File: src/include/fe_map.svh
`ifndef FE_MAP_SVH
`define FE_MAP_SVH

// Opcodes
`define FE_OP_WRITE_ENABLE_CMD      8'h06
`define FE_OP_SECTOR    8'h20
`define FE_OP_BLK32     8'h52
`define FE_OP_BLK64     8'hd8
`define FE_OP_CHIP_A    8'h60
`define FE_OP_CHIP_B    8'hc7
`define FE_OP_SLEEP     8'hb9
`define FE_OP_RELEASE   8'hab

// Frame lengths in bits
`define FE_BITS_OPCODE  6'h08
`define FE_BITS_ADDR    6'h20
`define FE_BITS_MAX     6'h3f
`define FE_ADDR_FIRST   6'h08

// Address masks for block alignment
`define FE_MASK_SECTOR  24'hfff000
`define FE_MASK_BLK32   24'hff8000
`define FE_MASK_BLK64   24'hff0000
`define FE_BLK64_MSB    19
`define FE_BLK64_LSB    16
`define FE_BP_ALL       4'h5
`define FE_BLK_COUNT    5'h10

// Self-timed durations, in the unit of their name
`define FE_T_SE_US      100
`define FE_T_BE_US      200
`define FE_T_CE_US      400
`define FE_T_DP_NS      3000
`define FE_T_RES1_NS    3000
`define FE_T_RES2_NS    2000
`define FE_CLK_NS       25
`define FE_NS_PER_US    1000

// Arbitrary identification value
`define FE_DEVICE_ID    8'h5a
`define FE_ID_MSB       3'h7

`endif

File: src/include/fe_pkg.sv
package fe_pkg;

   typedef enum logic [1:0] {
      FE_KIND_SECTOR,
      FE_KIND_BLK32,
      FE_KIND_BLK64,
      FE_KIND_CHIP
   } fe_kind_e;

   typedef enum logic [2:0] {
      FE_PH_STANDBY,
      FE_PH_ERASE,
      FE_PH_SLEEP_WAIT,
      FE_PH_SLEEP,
      FE_PH_RESUME
   } fe_phase_e;

   // One erase request handed to the array
   typedef struct packed {
      fe_kind_e    kind;
      logic [23:0] base;
   } fe_erase_s;

   // Serial output pin group
   typedef struct packed {
      logic so;
      logic so_oe_n;
   } fe_so_s;

endpackage

File: src/verilog/fe_erase_ctrl.sv
// Behaviour
// - Sector wipe is 20H plus three address bytes, needs the write enable latch.
// - Any address inside a sector wipes that whole sector.
// - Select must rise right after the last address bit, else discard.
// - Valid sector wipe starts tSE cycle; busy flag high during it.
// - Write enable latch clears on the same clock edge that ends each erase cycle.
// - Sector wipe on a protected sector is not executed.
// - 32KB block erase is 52H plus address, needs latch, erases block.
// - 64KB block erase is D8H plus address, needs latch, erases block.
// - Block erases run tBE with busy flag; protected blocks refused.
// - Chip clear is 60H or C7H alone, exact framing, runs tCE.
// - Chip clear runs only when all four protect bits are zero.
// - Deep sleep only via B9H alone with exact framing.
// - In deep sleep every command except release is ignored.
// - Deep sleep is entered tDP after select rises.
// - Deep sleep command during a busy cycle is rejected.
// - Select high without a cycle means standby; reset lands in standby.
// - Release ABH alone, then select high for tRES1 before resuming.
// - ABH with three dummy bytes shifts device ID out MSB first, repeating.
// - Release with ID read waits tRES2 before resuming.
// - Release command ignored while busy; running cycle untouched.
`timescale 1ns/1ps
`include "fe_map.svh"

module fe_erase_ctrl #(
   parameter int unsigned T_SE_US = `FE_T_SE_US, // Sector wipe time
   parameter int unsigned T_BE_US = `FE_T_BE_US, // Block erase time
   parameter int unsigned T_CE_US = `FE_T_CE_US  // Chip clear time
) (
   input  wire  logic             sys_clk,               // 40 MHz clock
   input  wire  logic             reset_n,               // Async reset, low
   input  wire  logic             cs_n,                  // Chip select pin
   input  wire  logic             sclk,                  // Serial clock pin
   input  wire  logic             si,                    // Serial input pin
   input  wire  logic [3:0]       block_protect,         // bit3..bit0 protect
   output       fe_pkg::fe_so_s   so_pin,                // Serial output group
   output       logic             write_enable_latch,    // Latch state
   output       logic             write_in_progress_flag,// Erase running
   output       logic             deep_sleep,            // Lowest power mode
   output       logic             erase_start,           // One-cycle start pulse
   output       fe_pkg::fe_erase_s erase_req             // Erase kind and base
);
   import fe_pkg::*;

   // Cycle counts derived from the times; long ones round down, short round up
   localparam int unsigned SE_CYC = T_SE_US * `FE_NS_PER_US / `FE_CLK_NS;
   localparam int unsigned BE_CYC = T_BE_US * `FE_NS_PER_US / `FE_CLK_NS;
   localparam int unsigned CE_CYC = T_CE_US * `FE_NS_PER_US / `FE_CLK_NS;
   localparam int unsigned DP_CYC = (`FE_T_DP_NS + `FE_CLK_NS - 1) / `FE_CLK_NS;
   localparam int unsigned RES1_CYC = (`FE_T_RES1_NS + `FE_CLK_NS - 1) / `FE_CLK_NS;
   localparam int unsigned RES2_CYC = (`FE_T_RES2_NS + `FE_CLK_NS - 1) / `FE_CLK_NS;

   logic [2:0]  cs_sync_ff;
   logic [2:0]  sclk_sync_ff;
   logic [1:0]  si_sync_ff;
   logic        cs_rise;
   logic        cs_fall;
   logic        sclk_rise;
   logic        sclk_fall;
   logic        selected;
   logic [5:0]  bit_cnt_ff;
   logic [7:0]  op_ff;
   logic [23:0] addr_ff;
   logic [2:0]  id_idx_ff;
   logic        so_ff;
   logic        so_oe_n_ff;
   fe_phase_e   phase_ff;
   logic [31:0] timer_ff;
   logic        wel_ff;
   fe_erase_s   req_ff;
   logic        start_ff;
   logic        exact_op;
   logic        exact_addr;
   logic        is_block_cmd;
   logic        prot_hit;
   logic [4:0]  prot_span;
   logic [3:0]  blk_idx;
   logic        accept_erase;
   logic        accept_sleep;
   logic        accept_release;
   logic        id_mode;
   fe_kind_e    kind_now;
   logic [23:0] base_now;
   logic [31:0] erase_cyc;

   // Two flops per pin before anything looks; third flop keeps edge history
   always_ff @(posedge sys_clk or negedge reset_n)
   begin
      if (!reset_n)
      begin
         cs_sync_ff   <= 3'h7;
         sclk_sync_ff <= 3'h0;
         si_sync_ff   <= 2'h0;
      end
      else
      begin
         cs_sync_ff   <= {cs_sync_ff[1:0], cs_n};
         sclk_sync_ff <= {sclk_sync_ff[1:0], sclk};
         si_sync_ff   <= {si_sync_ff[0], si};
      end
   end

   // Edges seen only from the settled flops
   assign cs_rise   = cs_sync_ff[1] & ~cs_sync_ff[2];
   assign cs_fall   = ~cs_sync_ff[1] & cs_sync_ff[2];
   assign selected  = ~cs_sync_ff[1];
   assign sclk_rise = selected & sclk_sync_ff[1] & ~sclk_sync_ff[2];
   assign sclk_fall = selected & ~sclk_sync_ff[1] & sclk_sync_ff[2];

   // Bit counter saturates so long frames never alias to a legal length
   always_ff @(posedge sys_clk or negedge reset_n)
   begin
      if (!reset_n)
         bit_cnt_ff <= 6'h00;
      else if (cs_fall)
         bit_cnt_ff <= 6'h00;
      else if (sclk_rise && bit_cnt_ff != `FE_BITS_MAX)
         bit_cnt_ff <= bit_cnt_ff + 6'h01;
   end

   // Opcode then address, shifted in on rising serial clock
   always_ff @(posedge sys_clk or negedge reset_n)
   begin
      if (!reset_n)
      begin
         op_ff   <= 8'h00;
         addr_ff <= 24'h000000;
      end
      else if (sclk_rise && bit_cnt_ff < `FE_ADDR_FIRST)
         op_ff <= {op_ff[6:0], si_sync_ff[1]};
      else if (sclk_rise && bit_cnt_ff < `FE_BITS_ADDR)
         addr_ff <= {addr_ff[22:0], si_sync_ff[1]};
   end

   // Framing checks on the rising select edge
   assign exact_op   = (bit_cnt_ff == `FE_BITS_OPCODE);
   assign exact_addr = (bit_cnt_ff == `FE_BITS_ADDR);
   assign is_block_cmd = (op_ff == `FE_OP_SECTOR) || (op_ff == `FE_OP_BLK32)
                       || (op_ff == `FE_OP_BLK64);

   // Protect bits cover the top 2^(n-1) of the 64KB blocks; five or more cover all
   assign blk_idx = addr_ff[`FE_BLK64_MSB:`FE_BLK64_LSB];
   always_comb
   begin
      prot_span = 5'h00;
      if (block_protect >= `FE_BP_ALL)
         prot_span = `FE_BLK_COUNT;
      else if (block_protect != 4'h0)
         prot_span = 5'(5'h01 << (block_protect - 4'h1));
      prot_hit = ({1'b0, blk_idx} >= 5'(`FE_BLK_COUNT - prot_span)) &&
                 (prot_span != 5'h00);
   end

   // Erase kind, aligned base and duration from the opcode
   always_comb
   begin
      kind_now  = FE_KIND_CHIP;
      base_now  = 24'h000000;
      erase_cyc = CE_CYC;
      if (op_ff == `FE_OP_SECTOR)
      begin
         kind_now  = FE_KIND_SECTOR;
         base_now  = addr_ff & `FE_MASK_SECTOR;
         erase_cyc = SE_CYC;
      end
      else if (op_ff == `FE_OP_BLK32)
      begin
         kind_now  = FE_KIND_BLK32;
         base_now  = addr_ff & `FE_MASK_BLK32;
         erase_cyc = BE_CYC;
      end
      else if (op_ff == `FE_OP_BLK64)
      begin
         kind_now  = FE_KIND_BLK64;
         base_now  = addr_ff & `FE_MASK_BLK64;
         erase_cyc = BE_CYC;
      end
   end

   // Acceptance; busy and resume gate all commands off, sleep all but release
   assign accept_erase = cs_rise && phase_ff == FE_PH_STANDBY && wel_ff &&
      ((is_block_cmd && exact_addr && !prot_hit) ||
       ((op_ff == `FE_OP_CHIP_A || op_ff == `FE_OP_CHIP_B) && exact_op &&
        block_protect == 4'h0));
   assign accept_sleep = cs_rise && phase_ff == FE_PH_STANDBY &&
      op_ff == `FE_OP_SLEEP && exact_op;
   assign accept_release = cs_rise && phase_ff == FE_PH_SLEEP &&
      op_ff == `FE_OP_RELEASE && bit_cnt_ff >= `FE_BITS_OPCODE;

   // Self-timed phases; reset always lands in standby
   always_ff @(posedge sys_clk or negedge reset_n)
   begin
      if (!reset_n)
      begin
         phase_ff <= FE_PH_STANDBY;
         timer_ff <= 32'h0;
      end
      else
      begin
         case (phase_ff)
            FE_PH_STANDBY:
               if (accept_erase)
               begin
                  phase_ff <= FE_PH_ERASE;
                  timer_ff <= erase_cyc - 32'h1;
               end
               else if (accept_sleep)
               begin
                  phase_ff <= FE_PH_SLEEP_WAIT;
                  timer_ff <= 32'(DP_CYC - 1);
               end
            FE_PH_ERASE, FE_PH_SLEEP_WAIT:
               if (timer_ff == 32'h0)
                  phase_ff <= (phase_ff == FE_PH_ERASE) ? FE_PH_STANDBY : FE_PH_SLEEP;
               else
                  timer_ff <= timer_ff - 32'h1;
            FE_PH_SLEEP:
               if (accept_release)
               begin
                  phase_ff <= FE_PH_RESUME;
                  timer_ff <= exact_op ? 32'(RES1_CYC - 1) : 32'(RES2_CYC - 1);
               end
            FE_PH_RESUME:
               if (timer_ff == 32'h0)
                  phase_ff <= FE_PH_STANDBY;
               else
                  timer_ff <= timer_ff - 32'h1;
            default:
               phase_ff <= FE_PH_STANDBY;
         endcase
      end
   end

   // Write enable latch; cleared only by reset or as an erase ends, never on a refusal
   always_ff @(posedge sys_clk or negedge reset_n)
   begin
      if (!reset_n)
         wel_ff <= 1'b0;
      else if (phase_ff == FE_PH_ERASE && timer_ff == 32'h0)
         wel_ff <= 1'b0;
      else if (cs_rise && phase_ff == FE_PH_STANDBY && op_ff == `FE_OP_WRITE_ENABLE_CMD && exact_op)
         wel_ff <= 1'b1;
   end

   // Erase request to the array, held until the next one
   always_ff @(posedge sys_clk or negedge reset_n)
   begin
      if (!reset_n)
      begin
         req_ff   <= '0;
         start_ff <= 1'b0;
      end
      else
      begin
         start_ff <= accept_erase;
         if (accept_erase)
            req_ff <= '{kind: kind_now, base: base_now};
      end
   end

   // ID shifts out only for ABH past three dummy bytes, never while busy
   assign id_mode = op_ff == `FE_OP_RELEASE && bit_cnt_ff >= `FE_BITS_ADDR &&
      (phase_ff == FE_PH_STANDBY || phase_ff == FE_PH_SLEEP);

   always_ff @(posedge sys_clk or negedge reset_n)
   begin
      if (!reset_n)
      begin
         so_ff      <= 1'b0;
         so_oe_n_ff <= 1'b1;
         id_idx_ff  <= `FE_ID_MSB;
      end
      else if (!selected)
      begin
         so_oe_n_ff <= 1'b1;
         id_idx_ff  <= `FE_ID_MSB;
      end
      else if (sclk_fall && id_mode)
      begin
         so_ff      <= 1'(`FE_DEVICE_ID >> id_idx_ff);
         so_oe_n_ff <= 1'b0;
         id_idx_ff  <= id_idx_ff - 3'h1;                // Wraps to repeat the ID
      end
   end

   assign so_pin                 = '{so: so_ff, so_oe_n: so_oe_n_ff};
   assign write_enable_latch     = wel_ff;
   assign write_in_progress_flag = (phase_ff == FE_PH_ERASE);
   assign deep_sleep             = (phase_ff == FE_PH_SLEEP);
   assign erase_start            = start_ff;
   assign erase_req              = req_ff;

   // Erase start needs the latch to have been set
   erase_needs_wel_a: assert property (@(posedge sys_clk) disable iff (!reset_n)
      erase_start |-> $past(wel_ff))
      else $error("erase started without write enable");

   // Late or early select rise on block command never starts
   block_framing_a: assert property (@(posedge sys_clk) disable iff (!reset_n)
      cs_rise && is_block_cmd && !exact_addr |=> !start_ff)
      else $error("misframed erase started");

   // Busy flag and start pulse both rise the cycle after acceptance
   busy_follows_a: assert property (@(posedge sys_clk) disable iff (!reset_n)
      accept_erase |=> write_in_progress_flag && erase_start)
      else $error("busy flag not raised");

   // Latch gone when busy drops
   wel_cleared_a: assert property (@(posedge sys_clk) disable iff (!reset_n)
      $fell(write_in_progress_flag) |-> !write_enable_latch)
      else $error("latch still set after erase");

   // Protected region never erased
   protect_block_a: assert property (@(posedge sys_clk) disable iff (!reset_n)
      cs_rise && prot_hit && is_block_cmd |=> !start_ff)
      else $error("protected region erased");

   // Chip clear only with all protect bits clear
   chip_protect_a: assert property (@(posedge sys_clk) disable iff (!reset_n)
      erase_start && erase_req.kind == FE_KIND_CHIP |-> $past(block_protect) == 4'h0)
      else $error("chip clear while protected");

   // Sleep command during an erase never starts the wait phase
   sleep_reject_a: assert property (@(posedge sys_clk) disable iff (!reset_n)
      write_in_progress_flag && cs_rise |=> phase_ff != FE_PH_SLEEP_WAIT)
      else $error("sleep entered during erase");

   // Sleep only after the wait phase
   sleep_entry_a: assert property (@(posedge sys_clk) disable iff (!reset_n)
      $rose(deep_sleep) |-> $past(phase_ff) == FE_PH_SLEEP_WAIT)
      else $error("sleep entered without wait");

   // Release never acts while busy and output stays off
   release_busy_a: assert property (@(posedge sys_clk) disable iff (!reset_n)
      write_in_progress_flag |-> !id_mode)
      else $error("id output during erase");

   // Sleep ignores erase commands
   sleep_ignore_a: assert property (@(posedge sys_clk) disable iff (!reset_n)
      deep_sleep |=> !erase_start)
      else $error("erase started while asleep");

endmodule

File: config.mk
export PLATFORM = sky130hd
export DESIGN_NAME = fe_erase_ctrl
export DESIGN_NICKNAME = d
export VERILOG_FILES = /design/src/include/fe_pkg.sv /design/src/verilog/fe_erase_ctrl.sv
export VERILOG_INCLUDE_DIRS = /design/src /design/src/include
export SDC_FILE = /design/constraint.sdc
export NUM_CORES = 1
export LEC_CHECK = 0
export BUFFER_PORTS_ARGS = -buffer_cell sky130_fd_sc_hd__buf_2
export CAP_MARGIN = 20
export CORE_ASPECT_RATIO = 1.5
export CORE_MARGIN = 4
export CORE_UTILIZATION = 45
export CTS_CLUSTER_DIAMETER = 120
export DETAILED_ROUTE_END_ITERATION = 8
export PLACE_DENSITY = 0.63
export RECOVER_POWER = 50
export SLEW_MARGIN = 0
export SYNTH_ARGS = -nofsm -noshare
export SYNTH_HDL_FRONTEND = slang
export SYNTH_SLANG_ARGS = --single-unit
File: constraint.sdc
create_clock -name sys_clk -period 3 [get_ports sys_clk]
set_clock_uncertainty 0.05 [all_clocks]
set_input_delay 0.45 -clock sys_clk [delete_from_list [all_inputs] [get_ports sys_clk]]
set_output_delay 0.45 -clock sys_clk [all_outputs]
set_load 0.01 [all_outputs]
After elaboration in Yosys (flattened, before gate mapping)

Index checks and enable logic that the tools add are counted.
W data, S select, Z words.

Add/sub/neg operators: 6
Order comparisons: 6
Equality and inequality tests: 20
Shifts and indexed selects: 2
Muxes and demuxes: 32
Bitwise gates (word level): 11
Reduce and logical (&&, ||, !) cells: 43

Operators with widths:

| kind                    | count |
|---|---|
| $mux W32                | 4 |
| $pmux W32 S3            | 1 |
| $mux W24                | 3 |
| $sub A32 B1 Y32 const B | 2 |
| $mux W14                | 3 |
| $eq A8 B8 Y1 const B    | 4 |
| $logic_not A32 Y1       | 1 |
| $logic_and A1 B1 Y1     | 22 |
| $mux W3                 | 7 |
| $mux W6                 | 3 |
| $eq A8 B7 Y1 const B    | 2 |
| $pmux W3 S4             | 1 |
| $mux W5                 | 2 |
| $eq A8 B3 Y1 const B    | 1 |
| $eq A8 B6 Y1 const B    | 1 |
| $reduce_and A4 Y1       | 2 |
| $shr A7 B3 Y1 const A   | 1 |
| $add A6 B1 Y6 const B   | 1 |
| $and A1 B1 Y1           | 6 |
| $eq A3 B2 Y1 const B    | 2 |
| $eq A6 B4 Y1 const B    | 1 |
| $eq A6 B6 Y1 const B    | 1 |
| $ge A6 B4 Y1 const B    | 1 |
| $ge A6 B6 Y1 const B    | 1 |
| other kinds (28)        | 47 |

Register bits after elaboration: 114

Depth between registers and ports, before layout

Depth after elaboration: 13
Gate-level depth with buffers: 12

Worst setup path after synthesis

OpenSTA, ideal clock, no wires.

Path type: in2reg
Start point: input port block_protect[2]
End point: register timer_ff[5]
Library setup time: 0.128 ns
Arrival time: 2.640 ns
Slack: 0.183 ns
Cell stages on the path: 11
Path buffers: 0
Cell sequence: nor2_1 nand3b_1 ha_1 inv_1 ha_1 o21ai_0 nor2_1 o31ai_1 a211oi_1 nor2_2 mux2_1

Longest elaborated chain between the ends: 13

Ends and longest elaborated chain:

| what                                                               | RTL line             | text |
|---|---|---|
| start, declared                                                    | fe_erase_ctrl.sv:35  | `input wire logic [3:0] block_protect,` |
| $sub A4 B1 Y4                                                      | fe_erase_ctrl.sv:149 | `prot_span = 5'(5'h01 << (block_protect - 4'h1));` |
| $shl A1 B4 Y5                                                      | fe_erase_ctrl.sv:149 |  |
| $mux W5                                                            | fe_erase_ctrl.sv:148 | `else if (block_protect != 4'h0)` |
| $mux W5                                                            | fe_erase_ctrl.sv:146 | `` if (block_protect >= `FE_BP_ALL) `` |
| $sub A5 B5 Y5 (no line)                                            | -                    |  |
| $ge A4 B5 Y1                                                       | fe_erase_ctrl.sv:150 | `` prot_hit = ({1'b0, blk_idx} >= 5'(`FE_BLK_COUNT - prot_span)) && `` |
| $logic_and A1 B1 Y1                                                | fe_erase_ctrl.sv:150 |  |
| $logic_not A1 Y1                                                   | fe_erase_ctrl.sv:182 | `((is_block_cmd && exact_addr && !prot_hit) \|\|` |
| $logic_and A1 B1 Y1                                                | fe_erase_ctrl.sv:182 |  |
| $logic_or A1 B1 Y1 (*)                                             | fe_erase_ctrl.sv:182 |  |
| $logic_and A1 B1 Y1 (*)                                            | fe_erase_ctrl.sv:181 | `assign accept_erase = cs_rise && phase_ff == FE_PH_STANDBY && wel_ff &&` |
| $ne A3 B3 Y1 (no line) / $mux W32 (equally long branches)          | -                    |  |
| $reduce_and A4 Y1 (no line) / $pmux W32 S3 (equally long branches) | -                    |  |
| end signal, assigned                                               | fe_erase_ctrl.sv:205 | `timer_ff <= erase_cyc - 32'h1;` |
| end signal, assigned                                               | fe_erase_ctrl.sv:210 | `timer_ff <= 32'(DP_CYC - 1);` |
| end signal, assigned                                               | fe_erase_ctrl.sv:216 | `timer_ff <= timer_ff - 32'h1;` |
| end, declared                                                      | fe_erase_ctrl.sv:68  | `logic [31:0] timer_ff;` |

Every way passes the cells marked *; elsewhere a longest branch is shown, timed or not.
A chain may end at the register's enable or synchronous reset.

Worst setup path after layout

Start point: register bit_cnt_ff[0]
End point: register timer_ff[0]

Longest elaborated chain between the ends: 7

Ends and longest elaborated chain:

| what                                                                 | RTL line             | text |
|---|---|---|
| start, declared                                                      | fe_erase_ctrl.sv:61  | `logic [5:0] bit_cnt_ff;` |
| start signal, assigned                                               | fe_erase_ctrl.sv:118 | `bit_cnt_ff <= bit_cnt_ff + 6'h01;` |
| parallel branches: the longest is 7 deep, another holds $ge A6 B4 Y1 | -                    |  |

Parallel ways; which one is timed is not known.

==> flow_summary_export.csv <==
group,metric,value,unit
floorplanning,placementRows,49,
sta,finalHoldViolCount,0,
layout,layout.cells.non_filler,748,
sta,finalSetupViolations,0,
clock_tree,tritoncts_num_sinks,102,
floorplanning,die_footprint,0.0141,mm²
floorplanning,dieHeight,143,µm
synth,synth.top_cell.area_share,0.433,
power_and_ir_drop,power_density,476,mW/mm²
sta,postLayoutSetupSlackWorst,0.232,ns
routing,number_of_violations_reported_at_the_end_of_detailed_routing_iteration_0,276,
run,maxCapViolCount,0,
place,placed_area,0.00588,mm²
clock_tree,postCtsResizedCells,0,
routing,post_drt_via_cell_ratio,5.80,
sta,period_needed,2.77,ns
clock_tree,cts_hold_buf,0,
synth,synthDominantAreaCellType,"sky130_fd_sc_hd__dfrtp_1",
clock_tree,tritoncts,"done",
clock_tree,cts_root_buf,"sky130_fd_sc_hd__clkbuf_16",
floorplanning,initial_utilization,0.459,
routing,antenna_violating_nets_post_route,0,
clock_tree,cts_max_path_buffers,2,
synth,synth.cell_area,0.00549,mm²
power_and_ir_drop,irDropWorstVdd,266,µV
global_route,largest_net_degree_at_the_start_of_global_routing,50,
layout,layout.filler_cells,1111,
synth,dominantRegCellSynth,"sky130_fd_sc_hd__dfrtp_1",
synth,number_of_flip_flops_and_latches_in_the_synthesized_netlist,102,
critical_path,worst_setup_path_start_kind,"flip-flop",
routing,wire_per_inst,16.7,µm
synth,synthesized_instance_count,554,
layout,drive_gt1_frac,0.213,
critical_path,critical-path-top-cell-by-count,"sky130_fd_sc_hd__buf_4",
place,io_buffer_count,28,
synth,synth_area_leaders,"sky130_fd_sc_hd__dfrtp_1 (43%), sky130_fd_sc_hd__mux2_2 (6.4%), sky130_fd_sc_hd__dfstp_2 (3.4%)",
critical_path,timing.setup.critical_path_class,"flip-flop to flip-flop",
routing,routed_wirelength,12500,µm
sta,worst-slew-pin-transition,1.25,ns
critical_path,data_arrival_time_of_the_critical_path,2.98,ns
layout,area.growth.synth_to_final,12.6,%
synth,synth-edff-count,0,
sta,final-max-slew-violation-count,0,
sta,rsz_0062_raised_after_global_routing,"no",
routing,via_count,4339,
floorplanning,placeableCoreArea,0.0120,mm²
global_route,grt_pass1_wl,21300,µm
power_and_ir_drop,power_leakage,2.81,nW
clock_tree,clk_pin_slew_worst_paths,0.08,ns
critical_path,cp_cell_sequence,"inv_1 -> ha_1 -> nor4b_2 -> nand4_1 -> o41ai_1 -> a211oi_1 -> buf_4 -> or2_1 -> buf_4 -> a21oi_1",
synth,synthMostInstantiatedCell,"sky130_fd_sc_hd__dfrtp_1",
sta,max_clock_freq,0.361,GHz
place,dp_hpwl,8910,µm
synth,asyncSetResetFlopFracSynth,1.00,
sta,maxSlewHeadroom,0.170,
clock_tree,clock_tree.htree_level_count,3,
layout,stdcell_area,0.00618,mm²
clock_tree,cts_setup_buffers,0,
synth,synth_seq_area_share,0.467,
global_route,first_global_vias,4312,
critical_path,crit_required,3.21,ns
layout,fin_util,0.517,
place,placed_cells,732,
global_route,groute.usage.overall,0.186,
global_route,antenna_found_initial,0,
layout,finish.net_count,610,
routing,drc,0,
floorplanning,floorplan.die.width,98.2,µm
place,finalWeightedCongestion,0.851,
critical_path,setup.worst_path.end_class,"flip-flop",
synth,yosys_warnings,0,
place,worst_slack_at_placement,-0.0751,ns
synth,synth.cells.most_frequent,"sky130_fd_sc_hd__dfrtp_1 (95), sky130_fd_sc_hd__nand2_1 (47), sky130_fd_sc_hd__nor2_1 (44)",
layout,antenna_diode_count,0,
clock_tree,clk_latency,0.35,ns
synth,synth_area_per_cell,9.91,µm²
worst_hold_path,hold_path_class,"input pin to flip-flop",
critical_path,cp_slowest_stage_delay,0.51,ns
floorplanning,io-pin-count,41,
clock_tree,cts-buffers-inserted,9,
critical_path,cp_slowest_cell,"sky130_fd_sc_hd__o41ai_1",
global_route,grt_overflow,0,
synth,synth_cell_types,71,
sta,fin_crit_sh,0.923,
status,run_status,"complete, no violations",
routing,drt_pre_antenna_iters,7,
power_and_ir_drop,total_power,2.94,mW
critical_path,worst-path-max-fanout,6,
[power breakdown]
group          switching, mW  internal [mW]
combinational          0.126          0.108
sequential            0.0880           1.43
clock                  0.594          0.600
[placed cells by master (no fill, tap or decap), types with 12 or more instances in the layout]
cell type / count
sky130_fd_sc_hd__a21oi_1: 19
sky130_fd_sc_hd__o21ai_0: 12
sky130_fd_sc_hd__nand2_1: 47
sky130_fd_sc_hd__nor2_1: 44
sky130_fd_sc_hd__inv_1: 15
sky130_fd_sc_hd__nor3_1: 25
sky130_fd_sc_hd__buf_4: 24
sky130_fd_sc_hd__nand3_1: 22
sky130_fd_sc_hd__buf_2: 26
sky130_fd_sc_hd__dfrtp_1: 95
sky130_fd_sc_hd__o31ai_1: 14
sky130_fd_sc_hd__conb_1: 12
sky130_fd_sc_hd__mux2_2: 31
sky130_fd_sc_hd__a31oi_1: 18
[metrics by stage]
| step | hold WS (ns) | setup TNS, ns |
|---|---|---|
| final | 0.142 | 0 |
| after CTS | 0.0903 | 0 |
| after detailed placement | 0.285 | -0.519 |
| after global placement | 0.286 | 0 |
| after floorplan | 0.104 | 0 |
| after global routing | 0.123 | 0 |
[critical path: cells and delay by family, from the launching register on]
family          cells  cell delay [ns]
fa+ha+maj           1             0.14
flops               1             0.46
buf+inv             3             0.46
simple gates        3             0.82
compound gates      3             0.75
[path summary, 6_finish.rpt]
kind,start,endpoint,slack (ns),depth (start not counted)
setup / recovery,bit_cnt_ff[0],timer_ff[0],0.23,10
hold / removal,cs_n,cs_sync_ff[0],0.14,1
setup reg to reg,bit_cnt_ff[0],timer_ff[0],0.23,10
hold reg to reg,si_sync_ff[0],si_sync_ff[1],0.30,0
max in group asynchronous,reset_n,addr_ff[0],1.04,2
min in group asynchronous,reset_n,bit_cnt_ff[3],0.30,1
[routing by layer]
layer | up-vias | GRT usage | part of all wire
met4 | 0 | 0.0748 | 0.021
met2 | 136 | 0.331 | 0.52
met3 | 19 | 0.0298 | 0.050
li1 | 2076 | - | -
met5 | - | 0 | 0
met1 | 2108 | 0.224 | 0.41
[registers in the layout, summed over array words and instances (netlist names)]
register            cells
erase_start             1
id_idx_ff               3
so_oe_n_ff              1
cs_sync_ff              3
bit_cnt_ff              6
si_sync_ff              2
write_enable_latch      1
phase_ff                3
so_ff                   1
timer_ff               32
sclk_sync_ff            3
op_ff                   8
erase_req              14
addr_ff                24
[logic make-up (layout without fill, tap and decap cells)]
family                   after synthesis  after routing  share of synthesized area
other                                  1             12                   0.000683
buffers and inverters                 58             88                     0.0520
adder cells (fa/ha/maj)               11             11                     0.0251
flip-flops                           102            102                      0.467
multiplexers                          34             34                     0.0693
AO/OA/AOI/OAI                        114            114                      0.142
AND/OR/NAND/NOR                      224            224                      0.228
XOR/XNOR                              10             10                     0.0160
[cell type report]
| type | count | area (µm²) | share of cell area |
|---|---|---|---|
| sequential | 102 | 2560 | 0.415 |
| clock inverter | 7 | 83.8 | 0.0136 |
| clock buffer | 9 | 225 | 0.0365 |
| timing repair buffer | 56 | 368 | 0.0596 |
| multi-input combinational | 405 | 2690 | 0.435 |
| inverter | 16 | 60.1 | 0.00972 |
| tap | 153 | 191 | 0.0310 |
(Power assumes the default switching activity.)
